**src/rtl/wke_consts.vh**
```
// Offsets, bit positions, reset values and timing counts of the wake-event block
`ifndef WKE_CONSTS_VH
`define WKE_CONSTS_VH

`define WKE_OFF_GLOBAL      8'h00
`define WKE_OFF_STS1        8'h01
`define WKE_OFF_STS2        8'h02
`define WKE_OFF_STS3        8'h03
`define WKE_OFF_EN1         8'h04
`define WKE_OFF_EN2         8'h05
`define WKE_OFF_EN3         8'h06
`define WKE_OFF_GPIO_42_CTRL        8'h07
`define WKE_OFF_SMI_ENABLE_2     8'h08
`define WKE_OFF_GPIO_POL    8'h09
`define WKE_OFF_GPIO_EITHER_EDGE_TRIGGER   8'h0A
`define WKE_OFF_KEY_CODE    8'h5F
`define WKE_OFF_CLK32       8'hF0

`define WKE_GLB_STS_BIT     0
`define WKE_GLB_EN_BIT      1
`define WKE_STS1_RI1_BIT    0
`define WKE_STS1_RI2_BIT    1
`define WKE_STS1_KDAT_BIT   2
`define WKE_STS1_MDAT_BIT   3
`define WKE_STS1_IR_BIT     4
`define WKE_STS1_KEY_BIT    5
`define WKE_STS1_FAN_BIT    6
`define WKE_STS3_SMI_BIT    3
`define WKE_SMI2_PME_BIT    5
`define WKE_GPIO_42_CTRL_POL_BIT    1
`define WKE_GPIO_42_CTRL_OD_BIT     7
`define WKE_CLK32_SRC_BIT   0
`define WKE_CLK32_OFF_BIT   1

`define WKE_RST_ZERO        8'h00
`define WKE_RST_GPIO_42_CTRL        8'h82
`define WKE_RST_CLK32       8'h00

`define WKE_CLK_HZ          64'd125000000
`define WKE_CLK32_HZ        64'd32768
`define WKE_NS_PER_S        64'd1000000000
`define WKE_KEY_IDLE_NS     64'd115000
`define WKE_KEY_GAP_NS      64'd145000
`define WKE_CLK32_DIV       (`WKE_CLK_HZ / `WKE_CLK32_HZ)
`define WKE_KEY_IDLE_TICKS  ((`WKE_KEY_IDLE_NS * `WKE_CLK32_HZ + `WKE_NS_PER_S - 64'd1) / `WKE_NS_PER_S)
`define WKE_KEY_GAP_TICKS   ((`WKE_KEY_GAP_NS * `WKE_CLK32_HZ) / `WKE_NS_PER_S)

`endif

```
**src/rtl/wke_sync.v**
```verilog
// Two-stage synchroniser for asynchronous pin inputs
`timescale 1ns/1ps
module wke_sync #(
    parameter W = 1
) (
    input  wire         i_clk,
    input  wire         i_nrst,
    input  wire [W-1:0] i_async,
    output wire [W-1:0] o_sync
);
    reg [W-1:0] meta_q;
    reg [W-1:0] sync_q;

    always @(posedge i_clk or negedge i_nrst)
    begin
        if (!i_nrst)
        begin
            meta_q <= {W{1'b0}};
            sync_q <= {W{1'b0}};
        end
        else
        begin
            meta_q <= i_async;
            sync_q <= meta_q;
        end
    end

    assign o_sync = sync_q;
endmodule // wke_sync

```
**src/rtl/wke_key_det.v**
```verilog
// Keyboard frame decoder that flags a programmed scan code
`timescale 1ns/1ps
`include "wke_consts.vh"
module wke_key_det (
    input  wire       i_clk,
    input  wire       i_nrst,
    input  wire       i_on,
    input  wire       i_tick,
    input  wire       i_kclk,
    input  wire       i_kdata,
    input  wire [7:0] i_code,
    output wire       o_match
);
    localparam [63:0] IDLE_W = `WKE_KEY_IDLE_TICKS;
    localparam [63:0] GAP_W  = `WKE_KEY_GAP_TICKS;
    localparam [3:0]  IDLE_TICKS = IDLE_W[3:0];
    localparam [3:0]  GAP_TICKS  = GAP_W[3:0];

    reg       kclk_prev_q;
    reg [3:0] hi_cnt_q;
    reg       busy_q;
    reg [3:0] edge_q;
    reg [8:0] shift_q;
    reg       match_q;
    wire      fall;
    wire      frame_ok;

    assign fall = kclk_prev_q & ~i_kclk;
    // Data equals code and data plus parity hold an odd count of ones
    assign frame_ok = (shift_q[7:0] == i_code) && (^shift_q);

    always @(posedge i_clk or negedge i_nrst)
    begin
        if (!i_nrst)
        begin
            kclk_prev_q <= 1'b0;
            hi_cnt_q    <= 4'h0;
            busy_q      <= 1'b0;
            edge_q      <= 4'h0;
            shift_q     <= 9'h000;
            match_q     <= 1'b0;
        end
        else if (!i_on)
        begin
            // Held in reset while switched off
            kclk_prev_q <= 1'b0;
            hi_cnt_q    <= 4'h0;
            busy_q      <= 1'b0;
            edge_q      <= 4'h0;
            shift_q     <= 9'h000;
            match_q     <= 1'b0;
        end
        else
        begin
            kclk_prev_q <= i_kclk;
            match_q     <= 1'b0;
            if (!i_kclk)
                hi_cnt_q <= 4'h0;
            else if (i_tick && hi_cnt_q != 4'hF)
                hi_cnt_q <= hi_cnt_q + 4'h1;
            if (busy_q && hi_cnt_q > GAP_TICKS)
            begin
                busy_q <= 1'b0;
                edge_q <= 4'h0;
            end
            else if (fall)
            begin
                if (!busy_q)
                begin
                    // Start bit after a long enough idle-high stretch
                    if (hi_cnt_q >= IDLE_TICKS && !i_kdata)
                    begin
                        busy_q <= 1'b1;
                        edge_q <= 4'h1;
                    end
                end
                else if (edge_q < 4'hA)
                begin
                    shift_q <= {i_kdata, shift_q[8:1]};
                    edge_q  <= edge_q + 4'h1;
                end
                else
                begin
                    match_q <= frame_ok & i_kdata;
                    busy_q  <= 1'b0;
                    edge_q  <= 4'h0;
                end
            end
        end
    end

    assign o_match = match_q;
endmodule // wke_key_det

```
**src/rtl/wke_top.v**
```verilog
// Wake-event gathering, status and enable registers and wake pin driver
`timescale 1ns/1ps
`include "wke_consts.vh"
module wke_top #(
    parameter N_GPIO = 8
) (
    input  wire              i_clk,
    input  wire              i_nrst,
    input  wire              i_standby_nrst,
    input  wire [7:0]        i_reg_addr,
    input  wire [7:0]        i_reg_wdata,
    input  wire              i_reg_wr,
    input  wire              i_reg_rd,
    output reg  [7:0]        o_reg_rdata,
    input  wire              i_ring_indicator_1_n,
    input  wire              i_ring_indicator_2_n,
    input  wire              i_kbd_clk,
    input  wire              i_kbd_data,
    input  wire              i_mouse_data,
    input  wire [N_GPIO-1:0] i_gpio,
    input  wire              i_ext_clock32,
    input  wire              i_ir_frame_valid,
    input  wire              i_fan_event,
    input  wire              i_group_smi,
    output reg               o_wake_event_out,
    output reg               o_wake_event_oe
);
    // GPIO pins plus six fixed pins
    localparam SW = N_GPIO + 6;
    // Internal divider end count for a 32 kHz tick
    localparam [63:0] DIV_W = `WKE_CLK32_DIV;
    localparam [11:0] DIV_LAST = DIV_W[11:0] - 12'h001;

    // Synchronised pins and their previous values
    wire [SW-1:0] pin_s;
    reg  [SW-1:0] pin_prev_q;

    wke_sync #(
        .W (SW)
    ) u_sync (
        .i_clk   (i_clk),
        .i_nrst  (i_nrst),
        .i_async ({i_ext_clock32, i_mouse_data, i_kbd_data, i_kbd_clk,
                   i_ring_indicator_2_n, i_ring_indicator_1_n, i_gpio}),
        .o_sync  (pin_s)
    );

    wire [N_GPIO-1:0] gpio_s   = pin_s[N_GPIO-1:0];
    wire              ri1_s    = pin_s[N_GPIO];
    wire              ri2_s    = pin_s[N_GPIO+1];
    wire              kclk_s   = pin_s[N_GPIO+2];
    wire              kdat_s   = pin_s[N_GPIO+3];
    wire              mdat_s   = pin_s[N_GPIO+4];
    wire              ext32_s  = pin_s[N_GPIO+5];

    // Registers
    reg              glb_sts_q;
    reg              glb_en_q;
    reg  [7:0]       sts1_q;
    reg  [N_GPIO-1:0] sts2_q;
    reg              sts3_smi_q;

    // Enables and pin control
    reg  [7:0]       en1_q;
    reg  [N_GPIO-1:0] en2_q;
    reg  [7:0]       en3_q;
    reg  [7:0]       gpio_42_ctrl_q;
    reg  [7:0]       smi2_q;
    reg  [N_GPIO-1:0] gpio_pol_q;
    reg  [N_GPIO-1:0] gpio_either_edge_trigger_q;

    // Detector control
    reg  [7:0]       key_code_q;
    reg  [7:0]       clk32_q;

    // Divider, tick and post-reset edge mask
    reg  [11:0]      div_q;
    reg              tick_q;
    reg              ext32_prev_q;
    reg  [1:0]       arm_q;

    // Write strobes of the write-one-clear registers
    wire wr_glb  = i_reg_wr && i_reg_addr == `WKE_OFF_GLOBAL;
    wire wr_sts1 = i_reg_wr && i_reg_addr == `WKE_OFF_STS1;
    wire wr_sts2 = i_reg_wr && i_reg_addr == `WKE_OFF_STS2;
    wire wr_sts3 = i_reg_wr && i_reg_addr == `WKE_OFF_STS3;

    // Detector runs while the off bit is clear
    wire det_on = ~clk32_q[`WKE_CLK32_OFF_BIT];
    // GPIO pin edges count once the synchroniser holds real pin values
    wire armed  = (arm_q == 2'h3);

    // 32 kHz tick from external pin or from the divided system clock
    wire ext_tick = ext32_s & ~ext32_prev_q;
    wire int_tick = (div_q == DIV_LAST);
    wire sel_tick = clk32_q[`WKE_CLK32_SRC_BIT] ? ext_tick : int_tick;

    // Free-running divider; tick dropped while detector off
    always @(posedge i_clk or negedge i_nrst)
    begin
        if (!i_nrst)
        begin
            div_q        <= 12'h000;
            tick_q       <= 1'b0;
            ext32_prev_q <= 1'b0;
        end
        else
        begin
            div_q        <= int_tick ? 12'h000 : div_q + 12'h001;
            ext32_prev_q <= ext32_s;
            tick_q       <= sel_tick & det_on;
        end
    end

    // Masks GPIO edges for the first three clock cycles after reset
    always @(posedge i_clk or negedge i_nrst)
    begin
        if (!i_nrst)
            arm_q <= 2'h0;
        else if (!armed)
            arm_q <= arm_q + 2'h1;
    end

    // Key detector advanced by the selected tick
    wire key_match;

    wke_key_det u_key_det (
        .i_clk   (i_clk),
        .i_nrst  (i_nrst),
        .i_on    (det_on),
        .i_tick  (tick_q),
        .i_kclk  (kclk_s),
        .i_kdata (kdat_s),
        .i_code  (key_code_q),
        .o_match (key_match)
    );

    // GPIO edge events, one per pin
    wire [N_GPIO-1:0] gpio_ev;
    genvar g;
    generate
        for (g = 0; g < N_GPIO; g = g + 1)
        begin : g_gpio
            wire rise = gpio_s[g] & ~pin_prev_q[g];
            wire fall = ~gpio_s[g] & pin_prev_q[g];
            assign gpio_ev[g] = armed & (gpio_either_edge_trigger_q[g] ? (rise | fall) :
                                         gpio_pol_q[g]  ? fall : rise);
        end
    endgenerate

    // Fixed-source events; ring indicators active on the falling edge
    wire [7:0] ev1;
    assign ev1[`WKE_STS1_RI1_BIT]  = pin_prev_q[N_GPIO] & ~ri1_s;
    assign ev1[`WKE_STS1_RI2_BIT]  = pin_prev_q[N_GPIO+1] & ~ri2_s;
    assign ev1[`WKE_STS1_KDAT_BIT] = pin_prev_q[N_GPIO+3] & ~kdat_s;
    assign ev1[`WKE_STS1_MDAT_BIT] = pin_prev_q[N_GPIO+4] & ~mdat_s;
    assign ev1[`WKE_STS1_IR_BIT]   = i_ir_frame_valid;
    assign ev1[`WKE_STS1_KEY_BIT]  = key_match;
    assign ev1[`WKE_STS1_FAN_BIT]  = i_fan_event;
    assign ev1[7]                  = 1'b0;

    // Group interrupt routed into status 3
    wire smi_ev = i_group_smi & smi2_q[`WKE_SMI2_PME_BIT];

    // Key match only counts while the detector runs
    wire [7:0] en1_eff = en1_q & ~({7'h00, ~det_on} << `WKE_STS1_KEY_BIT);
    // Any enabled status still set
    wire pending = (|(sts1_q & en1_eff)) | (|(sts2_q & en2_q)) |
                   (sts3_smi_q & en3_q[`WKE_STS3_SMI_BIT]);

    // Set wins over write-one clear for every status bit
    wire [7:0]        sts1_d = (sts1_q & ~(wr_sts1 ? i_reg_wdata : 8'h00)) | ev1;
    wire [N_GPIO-1:0] sts2_d = (sts2_q & ~(wr_sts2 ? i_reg_wdata[N_GPIO-1:0] : {N_GPIO{1'b0}})) | gpio_ev;
    wire              sts3_d = (sts3_smi_q & ~(wr_sts3 & i_reg_wdata[`WKE_STS3_SMI_BIT])) | smi_ev;
    wire              glb_d  = pending |
                               (glb_sts_q & ~(wr_glb & i_reg_wdata[`WKE_GLB_STS_BIT]));

    // Status, enable and control registers
    always @(posedge i_clk or negedge i_nrst)
    begin
        if (!i_nrst)
        begin
            pin_prev_q  <= {SW{1'b0}};
            glb_sts_q   <= 1'b0;
            glb_en_q    <= 1'b0;
            sts1_q      <= `WKE_RST_ZERO;
            sts2_q      <= {N_GPIO{1'b0}};
            sts3_smi_q  <= 1'b0;
            en1_q       <= `WKE_RST_ZERO;
            en2_q       <= {N_GPIO{1'b0}};
            en3_q       <= `WKE_RST_ZERO;
            gpio_42_ctrl_q      <= `WKE_RST_GPIO_42_CTRL;
            smi2_q      <= `WKE_RST_ZERO;
            gpio_pol_q  <= {N_GPIO{1'b0}};
            gpio_either_edge_trigger_q <= {N_GPIO{1'b0}};
            clk32_q     <= `WKE_RST_CLK32;
        end
        else
        begin
            pin_prev_q <= pin_s;
            glb_sts_q  <= glb_d;
            sts1_q     <= sts1_d;
            sts2_q     <= sts2_d;
            sts3_smi_q <= sts3_d;
            // Global enable shares the global status offset
            if (wr_glb)
                glb_en_q <= i_reg_wdata[`WKE_GLB_EN_BIT];
            // Plain read-write registers
            if (i_reg_wr)
            begin
                case (i_reg_addr)
                    `WKE_OFF_EN1:       en1_q       <= i_reg_wdata;
                    `WKE_OFF_EN2:       en2_q       <= i_reg_wdata[N_GPIO-1:0];
                    `WKE_OFF_EN3:       en3_q       <= i_reg_wdata;
                    `WKE_OFF_GPIO_42_CTRL:      gpio_42_ctrl_q      <= i_reg_wdata;
                    `WKE_OFF_SMI_ENABLE_2:   smi2_q      <= i_reg_wdata;
                    `WKE_OFF_GPIO_POL:  gpio_pol_q  <= i_reg_wdata[N_GPIO-1:0];
                    `WKE_OFF_GPIO_EITHER_EDGE_TRIGGER: gpio_either_edge_trigger_q <= i_reg_wdata[N_GPIO-1:0];
                    `WKE_OFF_CLK32:     clk32_q     <= i_reg_wdata;
                    default:            clk32_q     <= clk32_q;
                endcase
            end
        end
    end

    // Scan code kept on standby power
    always @(posedge i_clk or negedge i_standby_nrst)
    begin
        if (!i_standby_nrst)
            key_code_q <= `WKE_RST_ZERO;
        else if (i_reg_wr && i_reg_addr == `WKE_OFF_KEY_CODE)
            key_code_q <= i_reg_wdata;
    end

    // Read path, one cycle after the read strobe
    reg [7:0] rd_d;
    always @*
    begin
        // Bits above the GPIO count read zero
        rd_d = 8'h00;
        case (i_reg_addr)
            `WKE_OFF_GLOBAL:    rd_d = {6'h00, glb_en_q, glb_sts_q};
            `WKE_OFF_STS1:      rd_d = sts1_q;
            `WKE_OFF_STS2:      rd_d[N_GPIO-1:0] = sts2_q;
            `WKE_OFF_STS3:      rd_d[`WKE_STS3_SMI_BIT] = sts3_smi_q;
            `WKE_OFF_EN1:       rd_d = en1_q;
            `WKE_OFF_EN2:       rd_d[N_GPIO-1:0] = en2_q;
            `WKE_OFF_EN3:       rd_d = en3_q;
            `WKE_OFF_GPIO_42_CTRL:      rd_d = gpio_42_ctrl_q;
            `WKE_OFF_SMI_ENABLE_2:   rd_d = smi2_q;
            `WKE_OFF_GPIO_POL:  rd_d[N_GPIO-1:0] = gpio_pol_q;
            `WKE_OFF_GPIO_EITHER_EDGE_TRIGGER: rd_d[N_GPIO-1:0] = gpio_either_edge_trigger_q;
            `WKE_OFF_KEY_CODE:  rd_d = key_code_q;
            `WKE_OFF_CLK32:     rd_d = clk32_q;
            default:            rd_d = 8'h00;
        endcase
    end

    // Wake pin: level from polarity bit, drive type from bit 7
    wire wake_active = glb_en_q & pending;
    wire wake_level  = wake_active ^ gpio_42_ctrl_q[`WKE_GPIO_42_CTRL_POL_BIT];
    wire od_mode     = gpio_42_ctrl_q[`WKE_GPIO_42_CTRL_OD_BIT];

    // Open-drain only ever drives low
    // Read data held until the next read
    always @(posedge i_clk or negedge i_nrst)
    begin
        if (!i_nrst)
        begin
            o_reg_rdata      <= 8'h00;
            o_wake_event_out <= 1'b0;
            o_wake_event_oe  <= 1'b0;
        end
        else
        begin
            if (i_reg_rd)
                o_reg_rdata <= rd_d;
            o_wake_event_out <= od_mode ? 1'b0 : wake_level;
            o_wake_event_oe  <= od_mode ? ~wake_level : 1'b1;
        end
    end
endmodule // wke_top

```
**config.mk**
```make
export PLATFORM = sky130hd
export DESIGN_NAME = wke_top
export DESIGN_NICKNAME = d
export VERILOG_FILES = /design/src/rtl/wke_sync.v /design/src/rtl/wke_key_det.v /design/src/rtl/wke_top.v
export VERILOG_INCLUDE_DIRS = /design/src /design/src/rtl
export SDC_FILE = /design/constraint.sdc
export NUM_CORES = 1
export LEC_CHECK = 0
export BUFFER_PORTS_ARGS = -buffer_cell sky130_fd_sc_hd__buf_2
export CORE_MARGIN = 3
export CORE_UTILIZATION = 45
export DETAILED_ROUTE_END_ITERATION = 16
export MAX_ROUTING_LAYER = met4
export PLACE_DENSITY = 0.76
export RECOVER_POWER = 100
export SLEW_MARGIN = 20
export SYNTH_ARGS = -nofsm -noshare
export SYNTH_HDL_FRONTEND = slang
export SYNTH_SLANG_ARGS = --single-unit
export TNS_END_PERCENT = 50
```
**constraint.sdc**
```tcl
create_clock -name i_clk -period 1.7 [get_ports i_clk]
set_input_delay 0.17 -clock i_clk [delete_from_list [all_inputs] [get_ports i_clk]]
set_output_delay 0.17 -clock i_clk [all_outputs]
set_load 0.005 [all_outputs]
```
==> results.toml, run 1 <==
[drt]
wl_mm = 20.8
firstDrtPassIters = 5
wl_per_cell_um = 19.1
ant_nets = 0
via_count = 6168
remaining_drc_errors = 0
drt-initial-drc-count = 485
vias_per_cell = 5.66

[place]
place_congestion = 0.976
post_dp_cell_area_um2 = 9390
pre_cts_slack_ns = -0.340
port-buffer-count = 47
hpwl_mm = 15.0

[power_and_ir_drop]
clock_power_share = 0.433
p_int_mw = 6.91
seqPwrFrac = 0.487
p_per_area_nw_per_um2 = 910
switchingPower_mw = 2.30
power_leakage_nw = 4.67
p_sw_frac = 0.250
ir_worst_vdd_uv = 732
pwr-share-comb = 0.080

[sta]
skew_ns = 0.00734
worst_pin_slew_ns = 1.02
min_period_ns = 1.70
setup_viol_count_final = 1
slew_headroom = 0.322
slew_violations = 0
fmax_mhz = 588
timing.final.crit_share = 1.00
hold_viol = 0
grt_setup_unrepaired = "yes"
fin_ws_ns = -0.00101

[synthesis]
synth_most_common_cell = "dfrtp_1"
syn_area_um2 = 8200
syn_inst = 697
yosys_warnings = 0
synth_flop_cell = "dfrtp_1"
synth_common_cells = "dfrtp_1 (175), mux2_2 (79), nand2_1 (52)"
syn_area_per_cell_um2 = 11.8
synthTopCellsByArea = "dfrtp_1 (53%), mux2_2 (11%), ha_1 (3.4%), mux2i_1 (2.6%), nand2_1 (2.4%)"
synth-async-reset-ratio = 1.00
synth_top_area_cell = "dfrtp_1"
ys_seq_area_frac = 0.541
synth_cell_types = 62
synth_edf_count = 0
yosys.area.top_type_share = 0.534
syn_nets = 757
ys_ff_latch = 177

[global_routing]
grt_use_total = 0.223
overflow = 0
grt_max_degree = 52
grt_pass1_vias = 6226
antenna_found_initial = 0
grt_pass1_wl_mm = 33.4

[setup_path]
crit_start = "i_reg_addr[5]"
worstSetupPathType = "primary input to flop"
crit_path_max_fanout = 10
critPathArrivalTime_ns = 2.05
end_kind = "flop"
cp.required_ns = 2.05
start_kind = "primary input"
reg2reg_setup_slack_ns = 0.06
rr_startpoint = "u_key_det.hi_cnt_q[0]"

[clock_network]
clock-sinks = 177
clk_latency_ns = 0.43
cts.clk_slew.worst_paths_ns = 0.07
cts_buffers = 17
h-tree-depth = 4
cts_tree = "done"
root_buffer = "clkbuf_16"
cts_buffer_depth = 2

[hold_path]
min-delay-start = "i_reg_rd"
hp-class = "primary input to flop"

[layout]
area_growth_pct = 23.5
regArea_um2 = 4430
multi_input_area_um2 = 3550
postLayoutCellArea_um2 = 10100
layout-drive-gt1-share = 0.299
fillCellCount = 1441
nets = 912
diodes = 0

[floorplan]
num_rows = 48
io_pins = 48
die-area_um2 = 19900
start_util = 0.467
die-width_um = 141
die_height_um = 141
coreArea_um2 = 17500

[run_status]
status = "finished, violations left"
violations = "setup timing"

[flow_run]
maxCapViolCount = 0
## critical path, cell delays in order
cell and delay (ns):
buf_2 0.10, or4_1 0.56, buf_4 0.22, nor2_1 0.28
buf_12 0.16, a32oi_1 0.09, mux2_2 0.27, a32oi_1 0.19
## logic make-up after synthesis
logic type,share of synthesized area
and+or+nand+nor,0.123
xor gates and xnor gates,0.0299
buffers and inverters,0.0290
muxes,0.134
adders and majority gates,0.0336
DFF,0.541
AOI/OAI and AO/OA,0.109
## power groups by stage
stage / registers [mW] / logic (mW) / clock network (mW)
after floorplan: 4.52 / 0.345 / 0
after global placement: 4.56 / 0.691 / 0
final: 4.49 / 0.733 / 3.99
after detailed placement: 4.57 / 0.705 / 0
after CTS: 4.49 / 0.746 / 4.05
after global routing: 4.51 / 0.810 / 4.25
## per-layer routing
layer	wire length, um	track usage	part of all wire	vias up
li1	-	-	-	2822
met1	9470	0.311	0.46	3092
met2	9480	0.329	0.46	223
met3	1410	0.0495	0.068	31
met4	437	0.0714	0.021	0
met5	0	-	0	-
## final cells by class
cell class              instances  area share
multi-input cells             462       0.350
repair buffers                164       0.113
well taps                     225      0.0278
clock buffers                  18      0.0424
clock inverters                14      0.0172
flip-flops and latches        177       0.438
inverters                      30      0.0111
## final timing paths
check / end / cells past startpoint
max in group asynchronous: gpio_42_ctrl_q[7] / 3
setup reg to reg: u_key_det.shift_q[8] / 8
hold reg to reg: u_sync.o_sync[3] / 0
min in group asynchronous: key_code_q[7] / 2
hold / removal: o_reg_rdata[1] / 3
setup / recovery: o_reg_rdata[6] / 8
## registers in the layout, indices dropped and copies added (netlist names), 2 cells and up
signal                      flops
clk32_q                         8
u_key_det.shift_q               9
en1_q                           8
div_q                          12
en2_q                           8
o_reg_rdata                     8
key_code_q                      8
en3_q                           8
u_key_det.edge_q                4
u_sync.o_sync                  14
gpio_42_ctrl_q                  8
u_key_det.hi_cnt_q              4
u_sync.meta_q                  14
gpio_either_edge_trigger_q      8
pin_prev_q                     12
gpio_pol_q                      8
sts1_q                          8
smi2_q                          8
sts2_q                          8
arm_q                           2
## through the flow
stage          utilization  hold WS [ns]  cells   TNS, ns  power (mW)
4_1_cts              0.582        0.0665   1088         0        9.28
6_report             0.577        0.0884   1090  -0.00101        9.21
5_1_grt              0.577        0.0908   1090    -0.440        9.57
3_3_place_gp         0.536        0.0181   1037    -13.03        5.25
2_1_floorplan            -        -0.126    697     -2.36        4.87
3_5_place_dp         0.536        0.0238   1037    -15.21        5.27
## repair_timing
| item | in CTS | in global routing |
|---|---|---|
| hold buffers | 19 | 0 |
| pin swaps | 0 | 5 |
| buffers inserted | 0 | 1 |
| resized for setup | 3 | 15 |
| setup endpoints to repair | 12 | 16 |
| hold endpoints to repair | 66 | 0 |
| gates cloned | 0 | 1 |
## cells in the final DEF (no fill, tap or decap), drive strengths merged, types with 19 or more instances in the layout
cell	instances
inv	36
mux2	79
clkbuf	43
nand3	21
nor2	44
dlygate4sd3	19
mux2i	21
nand2	53
dfrtp	175
xnor2	20
buf	120
o21ai	24
ha	22
(Power assumes the default switching activity.)
==> inputs of run 2 (changes only) <==
--- a/config.mk
+++ b/config.mk
@@ -11,7 +11,7 @@
 export CORE_UTILIZATION = 45
 export DETAILED_ROUTE_END_ITERATION = 16
 export MAX_ROUTING_LAYER = met4
-export PLACE_DENSITY = 0.76
+export PLACE_DENSITY = 0.74
 export RECOVER_POWER = 100
 export SLEW_MARGIN = 20
 export SYNTH_ARGS = -nofsm -noshare
==> constraint.sdc (replaced) <==
create_clock -name i_clk -period 2.18 [get_ports i_clk]
set_input_delay 0.218 -clock i_clk [delete_from_list [all_inputs] [get_ports i_clk]]
set_output_delay 0.218 -clock i_clk [all_outputs]
set_load 0.005 [all_outputs]
==> results.toml, run 2 (synthesized netlist as in run 1, its figures left out) <==
[run_status]
status = "finished, final reports clean"

[drt]
vias_per_cell = 5.75
remaining_drc_errors = 0
wl_mm = 19.9
firstDrtPassIters = 5
drt-initial-drc-count = 706
wl_per_cell_um = 19.3
ant_nets = 0
via_count = 5936

[global_routing]
met3_usage = 0.0563
grt.busiest_layer = "met1"
grt_pass1_vias = 5757
grt_pass1_wl_mm = 32.0
grtUsageMet2 = 0.299
grt_use_total = 0.214
antenna_found_initial = 0
overflow = 0
use_met1 = 0.306
grt_max_degree = 68

[layout]
final_cell_mix = "dfrtp_1 (175), mux2_2 (79), nand2_1 (53)"
mostFrequentLayoutCell = "dfrtp_1"
area_growth_pct = 17.2
diodes = 0
layout-drive-gt1-share = 0.236
nets = 855
postLayoutCoreUtil = 0.548

[hold_path]
hp-class = "primary input to flop"
holdPathEnd = "o_reg_rdata[2]"
hold_depth = 3
min-delay-start = "i_reg_rd"

[setup_path]
slowest_delay_ns = 0.66
ff2ff_path_depth = 8
cp.required_ns = 2.50
start_kind = "primary input"
end_kind = "flop"
critPathMostFrequentCell = "clkbuf_1"
reg2reg_setup_slack_ns = 0.32
critPathArrivalTime_ns = 2.36
crit_path_max_fanout = 8
critPathTopFamily = "simple AND/OR/NAND/NOR gates"
rr_startpoint = "u_key_det.hi_cnt_q[0]"
worst_r2r_endpoint = "u_key_det.shift_q[2]"
critPathSlowestCell = "nor4_1"
cp_cell_sequence = "clkbuf_1, clkbuf_1, nor4_1, nand2_1, nor2_1, clkbuf_1, mux2_2"
worstSetupPathType = "primary input to flop"
critPathBufInv = 3

[sta]
worst_pin_slew_ns = 1.23
hold_viol = 0
setup_tns_ns = 0
skew_ns = 0.00867
setup_viol_count_final = 0
slew_violations = 0
slew_headroom = 0.183
min_period_ns = 2.05
timing.final.crit_share = 0.939
fmax_mhz = 489
grt_setup_unrepaired = "no"

[floorplan]
die-area_um2 = 19900
start_util = 0.467
die_height_um = 141
die-width_um = 141
num_rows = 48
coreArea_um2 = 17500
io_pins = 48

[clock_network]
cts.clk_slew.worst_paths_ns = 0.07
root_buffer = "clkbuf_16"
clk_latency_ns = 0.44
cts_buffer_depth = 2
cts_hold_buf = 19
postCtsSetupBuffers = 0
cts_buffers = 17
h-tree-depth = 4
clock-sinks = 177
cts.repair.resized = 0
cts_tree = "done"

[place]
hpwl_mm = 13.9
port-buffer-count = 47
place_congestion = 0.950

[power_and_ir_drop]
ir_worst_vdd_uv = 555
power_leakage_nw = 4.40
p_per_area_nw_per_um2 = 740

[flow_run]
maxCapViolCount = 0
-- run 2: how the worst max path moves through the flow --
| stage | from | end | depth (start not counted) |
|---|---|---|---|
| floorplan | i_reg_addr[5] | gpio_either_edge_trigger_q[0] | 4 |
| global placement | i_reg_addr[4] | o_reg_rdata[4] | 6 |
| detailed placement | i_reg_addr[4] | o_reg_rdata[4] | 6 |
| CTS | u_key_det.hi_cnt_q[0] | u_key_det.shift_q[7] | 8 |
| global route | i_reg_addr[5] | en2_q[6] | 7 |
| finish | i_reg_addr[5] | en2_q[6] | 7 |
-- run 2: final cells by class --
class	count	area, um^2
multi-input combinational	462	3480
tap	225	282
clock inverter	12	130
timing repair buffer	107	706
sequential	177	4430
inverter	30	113
fill	1523	7930
clock buffer	20	467
-- run 2: tightest hold or removal path, delay by kind of cell --
kind	cells	cell delay (ns)
AND/OR/NAND/NOR	1	0.11
AO/OA/AOI/OAI	1	0.05
buffers and inverters	1	0.16
-- run 2: report_power, final --
group,internal [mW],switching [mW]
logic,0.219,0.300
clock network,1.78,1.31
registers,3.41,0.0949
-- run 2: through the flow --
stage	cell area, um^2	total power, mW	setup slack [ns]	cells	hold slack [ns]
6_report	9610	7.11	0.133	1033	0.138
4_1_cts	9730	7.17	0.433	1033	0.110
5_1_grt	9610	7.38	0.153	1033	0.134
3_5_place_dp	8940	4.06	0.103	982	0.0648
3_3_place_gp	8940	4.05	0.0573	982	0.0665
2_1_floorplan	8200	3.80	0.322	697	-0.0776
-- run 2: layer usage --
layer | vias to the layer above | share of wire | wire (um)
li1 | 2705 | - | -
met2 | 212 | 0.44 | 8720
met3 | 34 | 0.073 | 1450
met1 | 2985 | 0.47 | 9320
met4 | 0 | 0.020 | 403
met5 | - | 0 | 0
